<file path="src/rtl/prcb_pkg.sv">
// Constants for the RTC day and buck configuration register bank
// Operation
// - Day counter bits 0-14, RTC reset only
// - Day alarm bits 0-14, all ones default
// - Buck one normal setting bits 0-5
// - Buck one standby bits 6-11, rest reserved
// - Buck two normal setting bits 0-5
// - Buck two standby setting bits 6-11
// - Buck three normal bits 12-16, 17 zero
// - Buck three standby bits 18-22, 23 zero
// - Buck four A normal bits 0-4
// - Four A standby 5-9, high range 10-11
// - Four B normal 12-16, bit 16 system reset
// - Four B standby/high 17-23, system reset
// - Buck five normal bits 0-4, 5-9 unused
// - Buck five standby 10-14, 15-23 zero
// - Buck one mode/hold/off with their resets
// - Buck two mode/hold/off with their resets
// - Start-up restores modes to auto pulse-skip
package prcb_pkg;
	localparam int DAY_W = 15;
	localparam int ADDR_W = 6;
	localparam int DATA_W = 24;
	// Register addresses
	localparam logic [5:0] A_DAY = 6'h16;
	localparam logic [5:0] A_DAY_CMP = 6'h17;
	localparam logic [5:0] A_B1 = 6'h18;
	localparam logic [5:0] A_B23 = 6'h19;
	localparam logic [5:0] A_B4 = 6'h1a;
	localparam logic [5:0] A_B5 = 6'h1b;
	localparam logic [5:0] A_MODE = 6'h1c;
	// Field widths
	localparam int W6 = 6;
	localparam int W5 = 5;
	localparam int W4 = 4;
	localparam int W2 = 2;
	// Field positions
	localparam int DAY_LSB = 0;
	localparam int B1N_LSB = 0;
	localparam int B1S_LSB = 6;
	localparam int B2N_LSB = 0;
	localparam int B2S_LSB = 6;
	localparam int B3N_LSB = 12;
	localparam int B3S_LSB = 18;
	localparam int B4AN_LSB = 0;
	localparam int B4AS_LSB = 5;
	localparam int B4AH_LSB = 10;
	localparam int B4BN_LSB = 12;
	localparam int B4BS_LSB = 17;
	localparam int B4BH_LSB = 22;
	localparam int B5N_LSB = 0;
	localparam int B5S_LSB = 10;
	localparam int M1_LSB = 0;
	localparam int MH1_BIT = 4;
	localparam int UO1_BIT = 5;
	localparam int SP1_LSB = 6;
	localparam int M2_LSB = 14;
	localparam int MH2_BIT = 18;
	localparam int UO2_BIT = 19;
	localparam int SP2_LSB = 20;
	localparam int FSE_BIT = 22;
	localparam int FSM_BIT = 23;
	// Reset values
	localparam logic [14:0] DAY_RST = 15'h0000;
	localparam logic [14:0] DAY_CMP_RST = 15'h7fff;
	localparam logic [3:0] AUTO_PULSE_SKIP_MODE = 4'h8;
	localparam logic [1:0] SPEED_RST = 2'h1;
	localparam logic FSE_RST = 1'b1;
	localparam logic FSM_RST = 1'b0;
	localparam logic [4:0] B4B_SET_RST = 5'h00;
	localparam logic [1:0] B4B_HI_RST = 2'h0;
	localparam logic [23:0] ZERO_WORD = 24'h00_0000;
endpackage : prcb_pkg

</file>
<file path="src/rtl/prcb_alarm_if.sv">
// Carrier between the register bank and the day alarm comparator
`timescale 1ns/1ps
interface prcb_alarm_if;
	logic [prcb_pkg::DAY_W-1:0] day_count;
	logic [prcb_pkg::DAY_W-1:0] day_compare_value;
	logic tod_alarm_match;
	logic day_alarm_event;
	modport bank (output day_count, output day_compare_value, output tod_alarm_match,
		input day_alarm_event);
	modport alarm (input day_count, input day_compare_value, input tod_alarm_match,
		output day_alarm_event);
endinterface : prcb_alarm_if

</file>
<file path="src/rtl/prcb_reg_bank.sv">
// RTC day and buck regulator configuration register bank, slots 0x16 to 0x1c
`timescale 1ns/1ps
module prcb_reg_bank #(
	parameter int DAY_W = prcb_pkg::DAY_W,
	parameter int ADDR_W = prcb_pkg::ADDR_W,
	parameter int DATA_W = prcb_pkg::DATA_W
) (
	input wire logic sys_clk,
	input wire logic rst,
	input wire logic rtc_power_on_reset,
	input wire logic global_reset_request,
	input wire logic system_reset_n,
	input wire logic off_state_reset_n,
	input wire logic startup_restore,
	input wire logic [3:0] power_up_strap,
	input wire logic day_rollover,
	input wire logic tod_alarm_match,
	input wire logic reg_wr,
	input wire logic reg_rd,
	input wire logic [ADDR_W-1:0] reg_addr,
	input wire logic [DATA_W-1:0] reg_wdata,
	output logic [DATA_W-1:0] reg_rdata,
	output logic reg_rvalid,
	output logic [DAY_W-1:0] day_count,
	output logic [DAY_W-1:0] day_compare_value,
	output logic day_alarm_event,
	output logic [5:0] buck_one_a_normal_setting,
	output logic [5:0] buck_one_a_standby_setting,
	output logic [5:0] buck_two_normal_setting,
	output logic [5:0] buck_two_standby_setting,
	output logic [4:0] buck_three_normal_setting,
	output logic [4:0] buck_three_standby_setting,
	output logic [4:0] buck_four_a_normal_setting,
	output logic [4:0] buck_four_a_standby_setting,
	output logic [1:0] buck_four_a_high_range,
	output logic [4:0] buck_four_b_normal_setting,
	output logic [4:0] buck_four_b_standby_setting,
	output logic [1:0] buck_four_b_high_range,
	output logic [4:0] buck_five_normal_setting,
	output logic [4:0] buck_five_standby_setting,
	output logic [3:0] buck_one_a_op_mode,
	output logic buck_one_a_memory_hold,
	output logic buck_one_a_user_off,
	output logic [1:0] buck_one_scaling_speed,
	output logic [3:0] buck_two_op_mode,
	output logic buck_two_memory_hold,
	output logic buck_two_user_off,
	output logic [1:0] buck_two_scaling_speed,
	output logic freq_synth_enable,
	output logic freq_synth_multiplier,
	output logic [3:0] latched_strap
);
	typedef struct packed {
		logic [14:0] day;
		logic [14:0] day_cmp;
		logic [5:0] b1n;
		logic [5:0] b1s;
		logic [5:0] b2n;
		logic [5:0] b2s;
		logic [4:0] b3n;
		logic [4:0] b3s;
		logic [4:0] b4an;
		logic [4:0] b4as;
		logic [1:0] b4ah;
		logic [4:0] b4bn;
		logic [4:0] b4bs;
		logic [1:0] b4bh;
		logic [4:0] b5n;
		logic [4:0] b5s;
		logic [3:0] m1;
		logic mh1;
		logic uo1;
		logic [1:0] sp1;
		logic [3:0] m2;
		logic mh2;
		logic uo2;
		logic [1:0] sp2;
		logic fse;
		logic fsm;
		logic [3:0] strap;
		logic [23:0] rdata;
		logic rvalid;
	} prcb_bank_state_t;

	prcb_bank_state_t st;
	prcb_bank_state_t next_st;
	logic sys_reset;

	prcb_alarm_if alarm_bus ();

	// The field map is fixed in the package, so only its widths can be served;
	// other values would leave fields cut off or bits undriven
	if (DAY_W != prcb_pkg::DAY_W) begin : g_bad_day_w
		$error("prcb_reg_bank: DAY_W must equal the day field width");
	end
	if (ADDR_W != prcb_pkg::ADDR_W) begin : g_bad_addr_w
		$error("prcb_reg_bank: ADDR_W must equal the register address width");
	end
	if (DATA_W != prcb_pkg::DATA_W) begin : g_bad_data_w
		$error("prcb_reg_bank: DATA_W must equal the register word width");
	end

	// Start-up mode default; every strap setting leaves the bucks in
	// auto pulse-skip, but the strap is kept as an argument so a new
	// strap table only touches this function
	function automatic logic [3:0] mode_default(input logic [3:0] strap);
		logic [3:0] m;
		m = prcb_pkg::AUTO_PULSE_SKIP_MODE;
		case (strap)
			default: begin
				m = prcb_pkg::AUTO_PULSE_SKIP_MODE;
			end
		endcase
		return m;
	endfunction : mode_default

	// Assemble a read word; unlisted bits stay at zero
	// Reserved bits have no storage, so a read-modify-write cannot set them
	function automatic logic [23:0] read_word(input prcb_bank_state_t s,
		input logic [5:0] a);
		logic [23:0] w;
		w = prcb_pkg::ZERO_WORD;
		case (a)
			prcb_pkg::A_DAY: begin
				w[prcb_pkg::DAY_LSB +: prcb_pkg::DAY_W] = s.day;
			end
			prcb_pkg::A_DAY_CMP: begin
				w[prcb_pkg::DAY_LSB +: prcb_pkg::DAY_W] = s.day_cmp;
			end
			prcb_pkg::A_B1: begin
				w[prcb_pkg::B1N_LSB +: prcb_pkg::W6] = s.b1n;
				w[prcb_pkg::B1S_LSB +: prcb_pkg::W6] = s.b1s;
			end
			prcb_pkg::A_B23: begin
				w[prcb_pkg::B2N_LSB +: prcb_pkg::W6] = s.b2n;
				w[prcb_pkg::B2S_LSB +: prcb_pkg::W6] = s.b2s;
				w[prcb_pkg::B3N_LSB +: prcb_pkg::W5] = s.b3n;
				w[prcb_pkg::B3S_LSB +: prcb_pkg::W5] = s.b3s;
			end
			prcb_pkg::A_B4: begin
				w[prcb_pkg::B4AN_LSB +: prcb_pkg::W5] = s.b4an;
				w[prcb_pkg::B4AS_LSB +: prcb_pkg::W5] = s.b4as;
				w[prcb_pkg::B4AH_LSB +: prcb_pkg::W2] = s.b4ah;
				w[prcb_pkg::B4BN_LSB +: prcb_pkg::W5] = s.b4bn;
				w[prcb_pkg::B4BS_LSB +: prcb_pkg::W5] = s.b4bs;
				w[prcb_pkg::B4BH_LSB +: prcb_pkg::W2] = s.b4bh;
			end
			prcb_pkg::A_B5: begin
				w[prcb_pkg::B5N_LSB +: prcb_pkg::W5] = s.b5n;
				w[prcb_pkg::B5S_LSB +: prcb_pkg::W5] = s.b5s;
			end
			prcb_pkg::A_MODE: begin
				w[prcb_pkg::M1_LSB +: prcb_pkg::W4] = s.m1;
				w[prcb_pkg::MH1_BIT] = s.mh1;
				w[prcb_pkg::UO1_BIT] = s.uo1;
				w[prcb_pkg::SP1_LSB +: prcb_pkg::W2] = s.sp1;
				w[prcb_pkg::M2_LSB +: prcb_pkg::W4] = s.m2;
				w[prcb_pkg::MH2_BIT] = s.mh2;
				w[prcb_pkg::UO2_BIT] = s.uo2;
				w[prcb_pkg::SP2_LSB +: prcb_pkg::W2] = s.sp2;
				w[prcb_pkg::FSE_BIT] = s.fse;
				w[prcb_pkg::FSM_BIT] = s.fsm;
			end
			default: begin
				w = prcb_pkg::ZERO_WORD;
			end
		endcase
		return w;
	endfunction : read_word

	// A global reset request acts as a system reset for the regulator side
	// The RTC fields are outside its reach and survive it
	assign sys_reset = !system_reset_n || global_reset_request;

	// Next state: counting, host access, then resets in rising priority
	// Later assignments win, so each reset overrides everything above it
	always_comb begin
		next_st = st;
		next_st.rvalid = 1'b0;

		// Day advance from the time-of-day rollover
		if (day_rollover) begin
			next_st.day = 15'(st.day + 15'h0001);
		end

		// Host writes take only the documented fields
		// Unused bits have no flip-flop behind them, so writes to them vanish
		if (reg_wr) begin
			case (reg_addr)
				prcb_pkg::A_DAY: begin
					next_st.day = reg_wdata[prcb_pkg::DAY_LSB +: prcb_pkg::DAY_W];
				end
				prcb_pkg::A_DAY_CMP: begin
					next_st.day_cmp = reg_wdata[prcb_pkg::DAY_LSB +: prcb_pkg::DAY_W];
				end
				prcb_pkg::A_B1: begin
					next_st.b1n = reg_wdata[prcb_pkg::B1N_LSB +: prcb_pkg::W6];
					next_st.b1s = reg_wdata[prcb_pkg::B1S_LSB +: prcb_pkg::W6];
				end
				prcb_pkg::A_B23: begin
					next_st.b2n = reg_wdata[prcb_pkg::B2N_LSB +: prcb_pkg::W6];
					next_st.b2s = reg_wdata[prcb_pkg::B2S_LSB +: prcb_pkg::W6];
					next_st.b3n = reg_wdata[prcb_pkg::B3N_LSB +: prcb_pkg::W5];
					next_st.b3s = reg_wdata[prcb_pkg::B3S_LSB +: prcb_pkg::W5];
				end
				prcb_pkg::A_B4: begin
					next_st.b4an = reg_wdata[prcb_pkg::B4AN_LSB +: prcb_pkg::W5];
					next_st.b4as = reg_wdata[prcb_pkg::B4AS_LSB +: prcb_pkg::W5];
					next_st.b4ah = reg_wdata[prcb_pkg::B4AH_LSB +: prcb_pkg::W2];
					next_st.b4bn = reg_wdata[prcb_pkg::B4BN_LSB +: prcb_pkg::W5];
					next_st.b4bs = reg_wdata[prcb_pkg::B4BS_LSB +: prcb_pkg::W5];
					next_st.b4bh = reg_wdata[prcb_pkg::B4BH_LSB +: prcb_pkg::W2];
				end
				prcb_pkg::A_B5: begin
					next_st.b5n = reg_wdata[prcb_pkg::B5N_LSB +: prcb_pkg::W5];
					next_st.b5s = reg_wdata[prcb_pkg::B5S_LSB +: prcb_pkg::W5];
				end
				prcb_pkg::A_MODE: begin
					next_st.m1 = reg_wdata[prcb_pkg::M1_LSB +: prcb_pkg::W4];
					next_st.mh1 = reg_wdata[prcb_pkg::MH1_BIT];
					next_st.uo1 = reg_wdata[prcb_pkg::UO1_BIT];
					next_st.sp1 = reg_wdata[prcb_pkg::SP1_LSB +: prcb_pkg::W2];
					next_st.m2 = reg_wdata[prcb_pkg::M2_LSB +: prcb_pkg::W4];
					next_st.mh2 = reg_wdata[prcb_pkg::MH2_BIT];
					next_st.uo2 = reg_wdata[prcb_pkg::UO2_BIT];
					next_st.sp2 = reg_wdata[prcb_pkg::SP2_LSB +: prcb_pkg::W2];
					next_st.fse = reg_wdata[prcb_pkg::FSE_BIT];
					next_st.fsm = reg_wdata[prcb_pkg::FSM_BIT];
				end
				default: begin
					next_st.rvalid = 1'b0; // Unmapped writes are dropped
				end
			endcase
		end

		// Reads return the pre-write contents in the same cycle
		// The word is registered and stands until the next read
		if (reg_rd) begin
			next_st.rdata = read_word(st, reg_addr);
			next_st.rvalid = 1'b1;
		end

		// Sequencer restore of the operating modes from the strap
		if (startup_restore) begin
			next_st.strap = power_up_strap;
			next_st.m1 = mode_default(power_up_strap);
			next_st.m2 = mode_default(power_up_strap);
		end

		// Off-state reset clears only hold and user-off bits
		// Modes and settings are left for the system reset to handle
		if (!off_state_reset_n) begin
			next_st.mh1 = 1'b0;
			next_st.uo1 = 1'b0;
			next_st.mh2 = 1'b0;
			next_st.uo2 = 1'b0;
		end

		// System reset leaves the RTC fields and no-reset settings alone
		if (sys_reset) begin
			next_st.m1 = prcb_pkg::AUTO_PULSE_SKIP_MODE;
			next_st.sp1 = prcb_pkg::SPEED_RST;
			next_st.m2 = prcb_pkg::AUTO_PULSE_SKIP_MODE;
			next_st.sp2 = prcb_pkg::SPEED_RST;
			next_st.fse = prcb_pkg::FSE_RST;
			next_st.fsm = prcb_pkg::FSM_RST;
			next_st.b4bn[prcb_pkg::W5-1] = prcb_pkg::B4B_SET_RST[prcb_pkg::W5-1];
			next_st.b4bs = prcb_pkg::B4B_SET_RST;
			next_st.b4bh = prcb_pkg::B4B_HI_RST;
		end

		// Of the resets in this block, only the RTC power-on reset reaches the day fields
		if (rtc_power_on_reset) begin
			next_st.day = prcb_pkg::DAY_RST;
			next_st.day_cmp = prcb_pkg::DAY_CMP_RST;
		end
	end

	// Block reset gives every field, even no-reset settings, a known value
	// Only constants are loaded, so the reset path stays a plain mux
	always_ff @(posedge sys_clk) begin
		if (rst) begin
			st <= '0;
			st.day_cmp <= prcb_pkg::DAY_CMP_RST;
			st.m1 <= prcb_pkg::AUTO_PULSE_SKIP_MODE;
			st.m2 <= prcb_pkg::AUTO_PULSE_SKIP_MODE;
			st.sp1 <= prcb_pkg::SPEED_RST;
			st.sp2 <= prcb_pkg::SPEED_RST;
			st.fse <= prcb_pkg::FSE_RST;
		end else begin
			st <= next_st;
		end
	end

	// Comparator sees the live day fields
	// so a host write of either field can raise the event next cycle
	assign alarm_bus.day_count = st.day;
	assign alarm_bus.day_compare_value = st.day_cmp;
	assign alarm_bus.tod_alarm_match = tod_alarm_match;

	prcb_day_alarm #(
		.DAY_W(DAY_W)
	) u_day_alarm (
		.sys_clk(sys_clk),
		.rst(rst),
		.alm(alarm_bus.alarm)
	);

	// Registered read word and valid pulse straight to the host port
	assign reg_rdata = st.rdata;
	assign reg_rvalid = st.rvalid;

	// Day fields and the alarm event
	assign day_count = st.day;
	assign day_compare_value = st.day_cmp;
	assign day_alarm_event = alarm_bus.day_alarm_event;

	// Buck voltage settings; most have no reset source of their own
	assign buck_one_a_normal_setting = st.b1n;
	assign buck_one_a_standby_setting = st.b1s;
	assign buck_two_normal_setting = st.b2n;
	assign buck_two_standby_setting = st.b2s;
	assign buck_three_normal_setting = st.b3n;
	assign buck_three_standby_setting = st.b3s;
	assign buck_four_a_normal_setting = st.b4an;
	assign buck_four_a_standby_setting = st.b4as;
	assign buck_four_a_high_range = st.b4ah;
	assign buck_four_b_normal_setting = st.b4bn;
	assign buck_four_b_standby_setting = st.b4bs;
	assign buck_four_b_high_range = st.b4bh;
	assign buck_five_normal_setting = st.b5n;
	assign buck_five_standby_setting = st.b5s;

	// Operating modes, scaling speeds and synthesiser controls
	assign buck_one_a_op_mode = st.m1;
	assign buck_one_a_memory_hold = st.mh1;
	assign buck_one_a_user_off = st.uo1;
	assign buck_one_scaling_speed = st.sp1;
	assign buck_two_op_mode = st.m2;
	assign buck_two_memory_hold = st.mh2;
	assign buck_two_user_off = st.uo2;
	assign buck_two_scaling_speed = st.sp2;
	assign freq_synth_enable = st.fse;
	assign freq_synth_multiplier = st.fsm;
	assign latched_strap = st.strap;
endmodule : prcb_reg_bank

</file>
<file path="src/rtl/prcb_day_alarm.sv">
// Day alarm comparator producing a registered event that lasts as long as the qualified match
`timescale 1ns/1ps
module prcb_day_alarm #(
	parameter int DAY_W = prcb_pkg::DAY_W
) (
	input wire logic sys_clk,
	input wire logic rst,
	prcb_alarm_if.alarm alm
);
	typedef struct packed {
		logic fire;
	} prcb_alarm_state_t;

	prcb_alarm_state_t st;
	prcb_alarm_state_t next_st;

	// The comparator width must match the carrier
	if (DAY_W != prcb_pkg::DAY_W) begin : g_bad_width
		$error("prcb_day_alarm: DAY_W must equal the carrier width");
	end

	// Day match alone is not an alarm; the time-of-day match qualifies it
	always_comb begin
		next_st = st;
		next_st.fire = alm.tod_alarm_match
			&& (alm.day_count == alm.day_compare_value);
	end

	// Registered so the event is glitch-free and one cycle behind the qualified match
	always_ff @(posedge sys_clk) begin
		if (rst) begin
			st <= '0;
		end else begin
			st <= next_st;
		end
	end

	assign alm.day_alarm_event = st.fire;
endmodule : prcb_day_alarm

</file>
<file path="config.mk">
export PLATFORM = sky130hd
export DESIGN_NAME = prcb_reg_bank
export DESIGN_NICKNAME = d
export VERILOG_FILES = /design/src/rtl/prcb_pkg.sv /design/src/rtl/prcb_alarm_if.sv /design/src/rtl/prcb_reg_bank.sv /design/src/rtl/prcb_day_alarm.sv
export SDC_FILE = /design/constraint.sdc
export NUM_CORES = 1
export LEC_CHECK = 0
export ABC_AREA = 1
export BUFFER_PORTS_ARGS = -buffer_cell sky130_fd_sc_hd__buf_2
export CAP_MARGIN = 5
export CELL_PAD_IN_SITES_DETAIL_PLACEMENT = 1
export CELL_PAD_IN_SITES_GLOBAL_PLACEMENT = 1
export CORE_UTILIZATION = 39
export CTS_CLUSTER_DIAMETER = 30
export DETAILED_ROUTE_END_ITERATION = 8
export GPL_ROUTABILITY_DRIVEN = 0
export PLACE_DENSITY_LB_ADDON = 0.15
export SYNTH_ARGS = -nofsm -noshare
export SYNTH_HDL_FRONTEND = slang
export SYNTH_SLANG_ARGS = --single-unit
export TNS_END_PERCENT = 30
</file>
<file path="constraint.sdc">
create_clock -name sys_clk -period 3.9 [get_ports sys_clk]
set_input_delay 0.39 -clock sys_clk [delete_from_list [all_inputs] [get_ports sys_clk]]
set_output_delay 0.39 -clock sys_clk [all_outputs]
set_load 0.05 [all_outputs]
</file>
==> summary.md <==
| Metric | Value |
|---|---|
| Outcome | complete, no violations |
| Fin crit period | 2.05 ns |
| CTS resizes | 0 |
| Seq pwr share | 42.5% |
| Setup crit start kind | input pin |
| Vias per inst | approximately 5.4 |
| Main combinational cell family by area after synthesis | simple AND/OR/NAND/NOR gates |
| Simple-gate share of the synthesized area | 25.0% |
| Max Buffers Root-to-Sink | 2 |
| Syn avg cell area | 7.13 um^2 |
| Multiplexer area fraction after synthesis | 0% |
| Hold Crit Class | in2reg |
| Setup slack, reg-to-reg | between 1.5 and 2 ns |
| DP HPWL | 18.3 mm |
| Drt initial violations | 439 |
| CP max stage delay | between 0.3 and 0.4 ns |
| Syn Std Cell Area | ~6500 um^2 |
| Initial antenna violation count | 0 |
| Total negative setup slack | 0 ns |
| Crit path kind | in2reg |
| Synthesis-stage register bit count | 146 |
| Register Area | 2920 um^2 |
| Final wirelength | 25.3 mm |
| CTS Hold Buffers Added | 0 |
| Core footprint | about 16000 um^2 |
| Pwr/cell area | between 400 and 500 nW/um^2 |
| R2R Path Start | day_count[1] |
| Clock Latency Late Sink | 0.44 ns |
| Met2 usage | between 40% and 50% |
| Die Y | 132 um |
| Vias in the first global route | between 7000 and 8000 |
| Peak supply drop | about 0.31 mV |
| Top Ports | around 190 |
| Multi-input logic area | 3040 um^2 |
| Adder-cell share of the synthesized area | less than 1% |
| Top cells by area, synth | dfxtp_1 45%, nand2_1 8.8%, o21ai_0 8.2% |
| Leak pwr | approximately 0.0038 uW |
| Combinational fraction of design power | 6.9% |
| Compound-Gate Fraction of Synth Area | 20.0% |
| Fin crit share | between 50 and 60% |
| Slew Viols, Final | 0 |
| # Max-Cap Violations | 0 |
| Setup crit end | buck_four_b_normal_setting[1] |
| Core Rows | 47 |
| Setup Buffers After CTS | 0 |
| R2R cell count | 10 |
| RSZ-0062 raised after global routing | no |
| CP max-delay cell | nor2_4 |
| GRT Resource Usage Total | 29.7% |
| Most frequent CP cell | inv_2 |
| Critical-path cell list | buf_2, inv_2, nand2_1, nor2_8, nand2_2, nor2_4, inv_2, o21ai_0, a21oi_1 |
| Synth area leader | dfxtp_1 |
| Fillers | ~2200 |
| Worst EP arrival | ~2.4 ns |
| Crit path max fanout | 33 |
| R2R Path End | day_count[14] |
| P_sw | 897 uW |
| Relative slew margins | between 40% and 50% |
| Worst Path Required | between 4 and 5 ns |
| First-pass GRT wire length | a little under 40 mm |
| Xor/xnor share of the synthesized area | ~1.2% |
| Slew of the pin with the lowest slew margin | around 0.79 ns |
| Ys Warns | 0 |
| Vias after detailed routing | between 7000 and 8000 |
| Critical Path End Type | flip-flop |
| Met1 Use GR | approximately two fifths |
| CTS tree | built |
| TritonRoute pass-1 iters | 5 |
| Reg clk slew, reported paths | about 0.060 ns |
| Gr ovfl total | 0 |
| Final Hold Viols | 0 |
| Pin count of the biggest net entering global routing | 45 |
| Initial Util | between 30% and 40% |
| Achievable Freq | between 400 and 500 MHz |
| Synth top area share | 44.6% |
| Port buffer count | between 150 and 200 |
| PnR Total Power | approximately 3600 uW |
| Ant. Diodes | 0 |
| Met3 Use GR | around 5.4% |
| Dpl ws | around 1.4 ns |
| Sw frac | between 20 and 30% |
| Die area | 17300 um^2 |
| Final setup margin | ~1.9 ns |
| WHS | ~0.18 ns |
| Most frequent cells in the layout | 190 x buf_2, 153 x nand2_1, 146 x dfxtp_1 |
| Mapped Nets | ~970 |
| Grt peak-use layer | met2 |
| P&R area growth vs syn | 26.3% |
| Core Util, Final | about half |
| CTS H-Tree Depth | 4 |
| Routed Antenna Nets | 0 |
| DRC | 0 |
| Clk pwr share | 50.6% |
| Post-synthesis sequential area ratio | 44.6% |
| DR WL/cell | 19.1 um |
| Internal | about 2700 uW |
| Root Buffer | clkbuf_16 |
| Critical Path Source | reg_addr[2] |
| Layout cell share with drive strength beyond 1 | a little under a quarter |
| Final Net Count | 1135 |
| Post-Synthesis Cells | roughly 920 |
| Final setup fails | 0 |
| Synth unique cells | 37 |
| Most common cell after layout, fill and taps aside | buf_2 |
| Clk_skew | between 0.01 and 0.015 ns |
| CTS Buf Count | 17 |
| Clk sinks | around 150 |
| Width of the die | 132 um |
## state kept, by name (all words and copies together), names as in the netlist, 5 cells and up
name,count
buck_four_a_standby_setting,5
buck_two_standby_setting,6
day_count,15
buck_three_standby_setting,5
buck_one_a_normal_setting,6
buck_three_normal_setting,5
buck_one_a_standby_setting,6
buck_five_normal_setting,5
buck_two_normal_setting,6
buck_five_standby_setting,5
buck_four_a_normal_setting,5
reg_rdata,24
buck_four_b_normal_setting,5
buck_four_b_standby_setting,5
day_compare_value,15
## critical path: cells and delay by family
kind | cells | cell delay [ns]
compound gates | 2 | 0.31
simple gates | 4 | 1.08
buf+inv | 3 | 0.53
## cells by family after synthesis
family	after synthesis
buffers and inverters	147
flip-flops	146
XOR/XNOR	9
adder cells (fa/ha/maj)	1
AO/OA/AOI/OAI	242
AND/OR/NAND/NOR	374
## per-stage QoR
stage               cell area [um^2]  instances
floorplan                       6550        919
global placement                7620       1290
detailed placement              7620       1290
CTS                             8270       1322
global route                    8270       1322
finish                          8270       1322
## power groups by stage
stage          Clock (uW)  Sequential [uW]  Combinational, uW
2_1_floorplan           0             1610               90.8
3_3_place_gp            0             1550                242
3_5_place_dp            0             1550                245
4_1_cts              1820             1520                246
5_1_grt              1890             1520                265
6_report             1810             1520                247
## worst min path at each step
stage                                   end  slack, ns  cells past startpoint         startpoint
after floorplan           freq_synth_enable       0.52                      2      reg_wdata[22]
after CTS                  latched_strap[1]       0.18                      3  power_up_strap[1]
after detailed placement      reg_rdata[21]       0.46                      2      reg_rdata[21]
after global routing       latched_strap[0]       0.20                      3  power_up_strap[0]
after global placement        reg_rdata[19]       0.45                      2      reg_rdata[19]
final                      latched_strap[0]       0.18                      3  power_up_strap[0]
## synthesized netlist by cell type, drive strengths merged
| cell | count |
|---|---|
| clkinv | 1 |
| nor4 | 1 |
| nor3 | 4 |
| clkbuf | 25 |
| a21oi | 85 |
| nand3 | 73 |
| nand4 | 5 |
| o21bai | 1 |
| nand2 | 159 |
| a211oi | 1 |
| o21ai | 108 |
| ha | 1 |
| o22ai | 23 |
| xnor2 | 5 |
| xor2 | 4 |
| a311oi | 1 |
| buf | 21 |
| o211ai | 17 |
| inv | 100 |
| nand3b | 1 |
| or2 | 2 |
| a31oi | 3 |
| a22o | 1 |
| dfxtp | 146 |
| o221ai | 2 |
| nor2 | 129 |
## metal layers
metal	vias to the layer above	wire length, um
li1	3369	-
met1	3426	11100
met2	264	11900
met3	49	1550
met4	0	792
met5	-	0
## cell type report
cell class | instances | area share [%]
multi-input cells | 626 | 36.7
repair buffers | 197 | 12.1
flip-flops and latches | 146 | 35.3
clock buffers | 19 | 5.48
well taps | 220 | 3.33
inverters | 101 | 4.58
clock inverters | 13 | 2.41
Power figures use the tool's default switching activity.
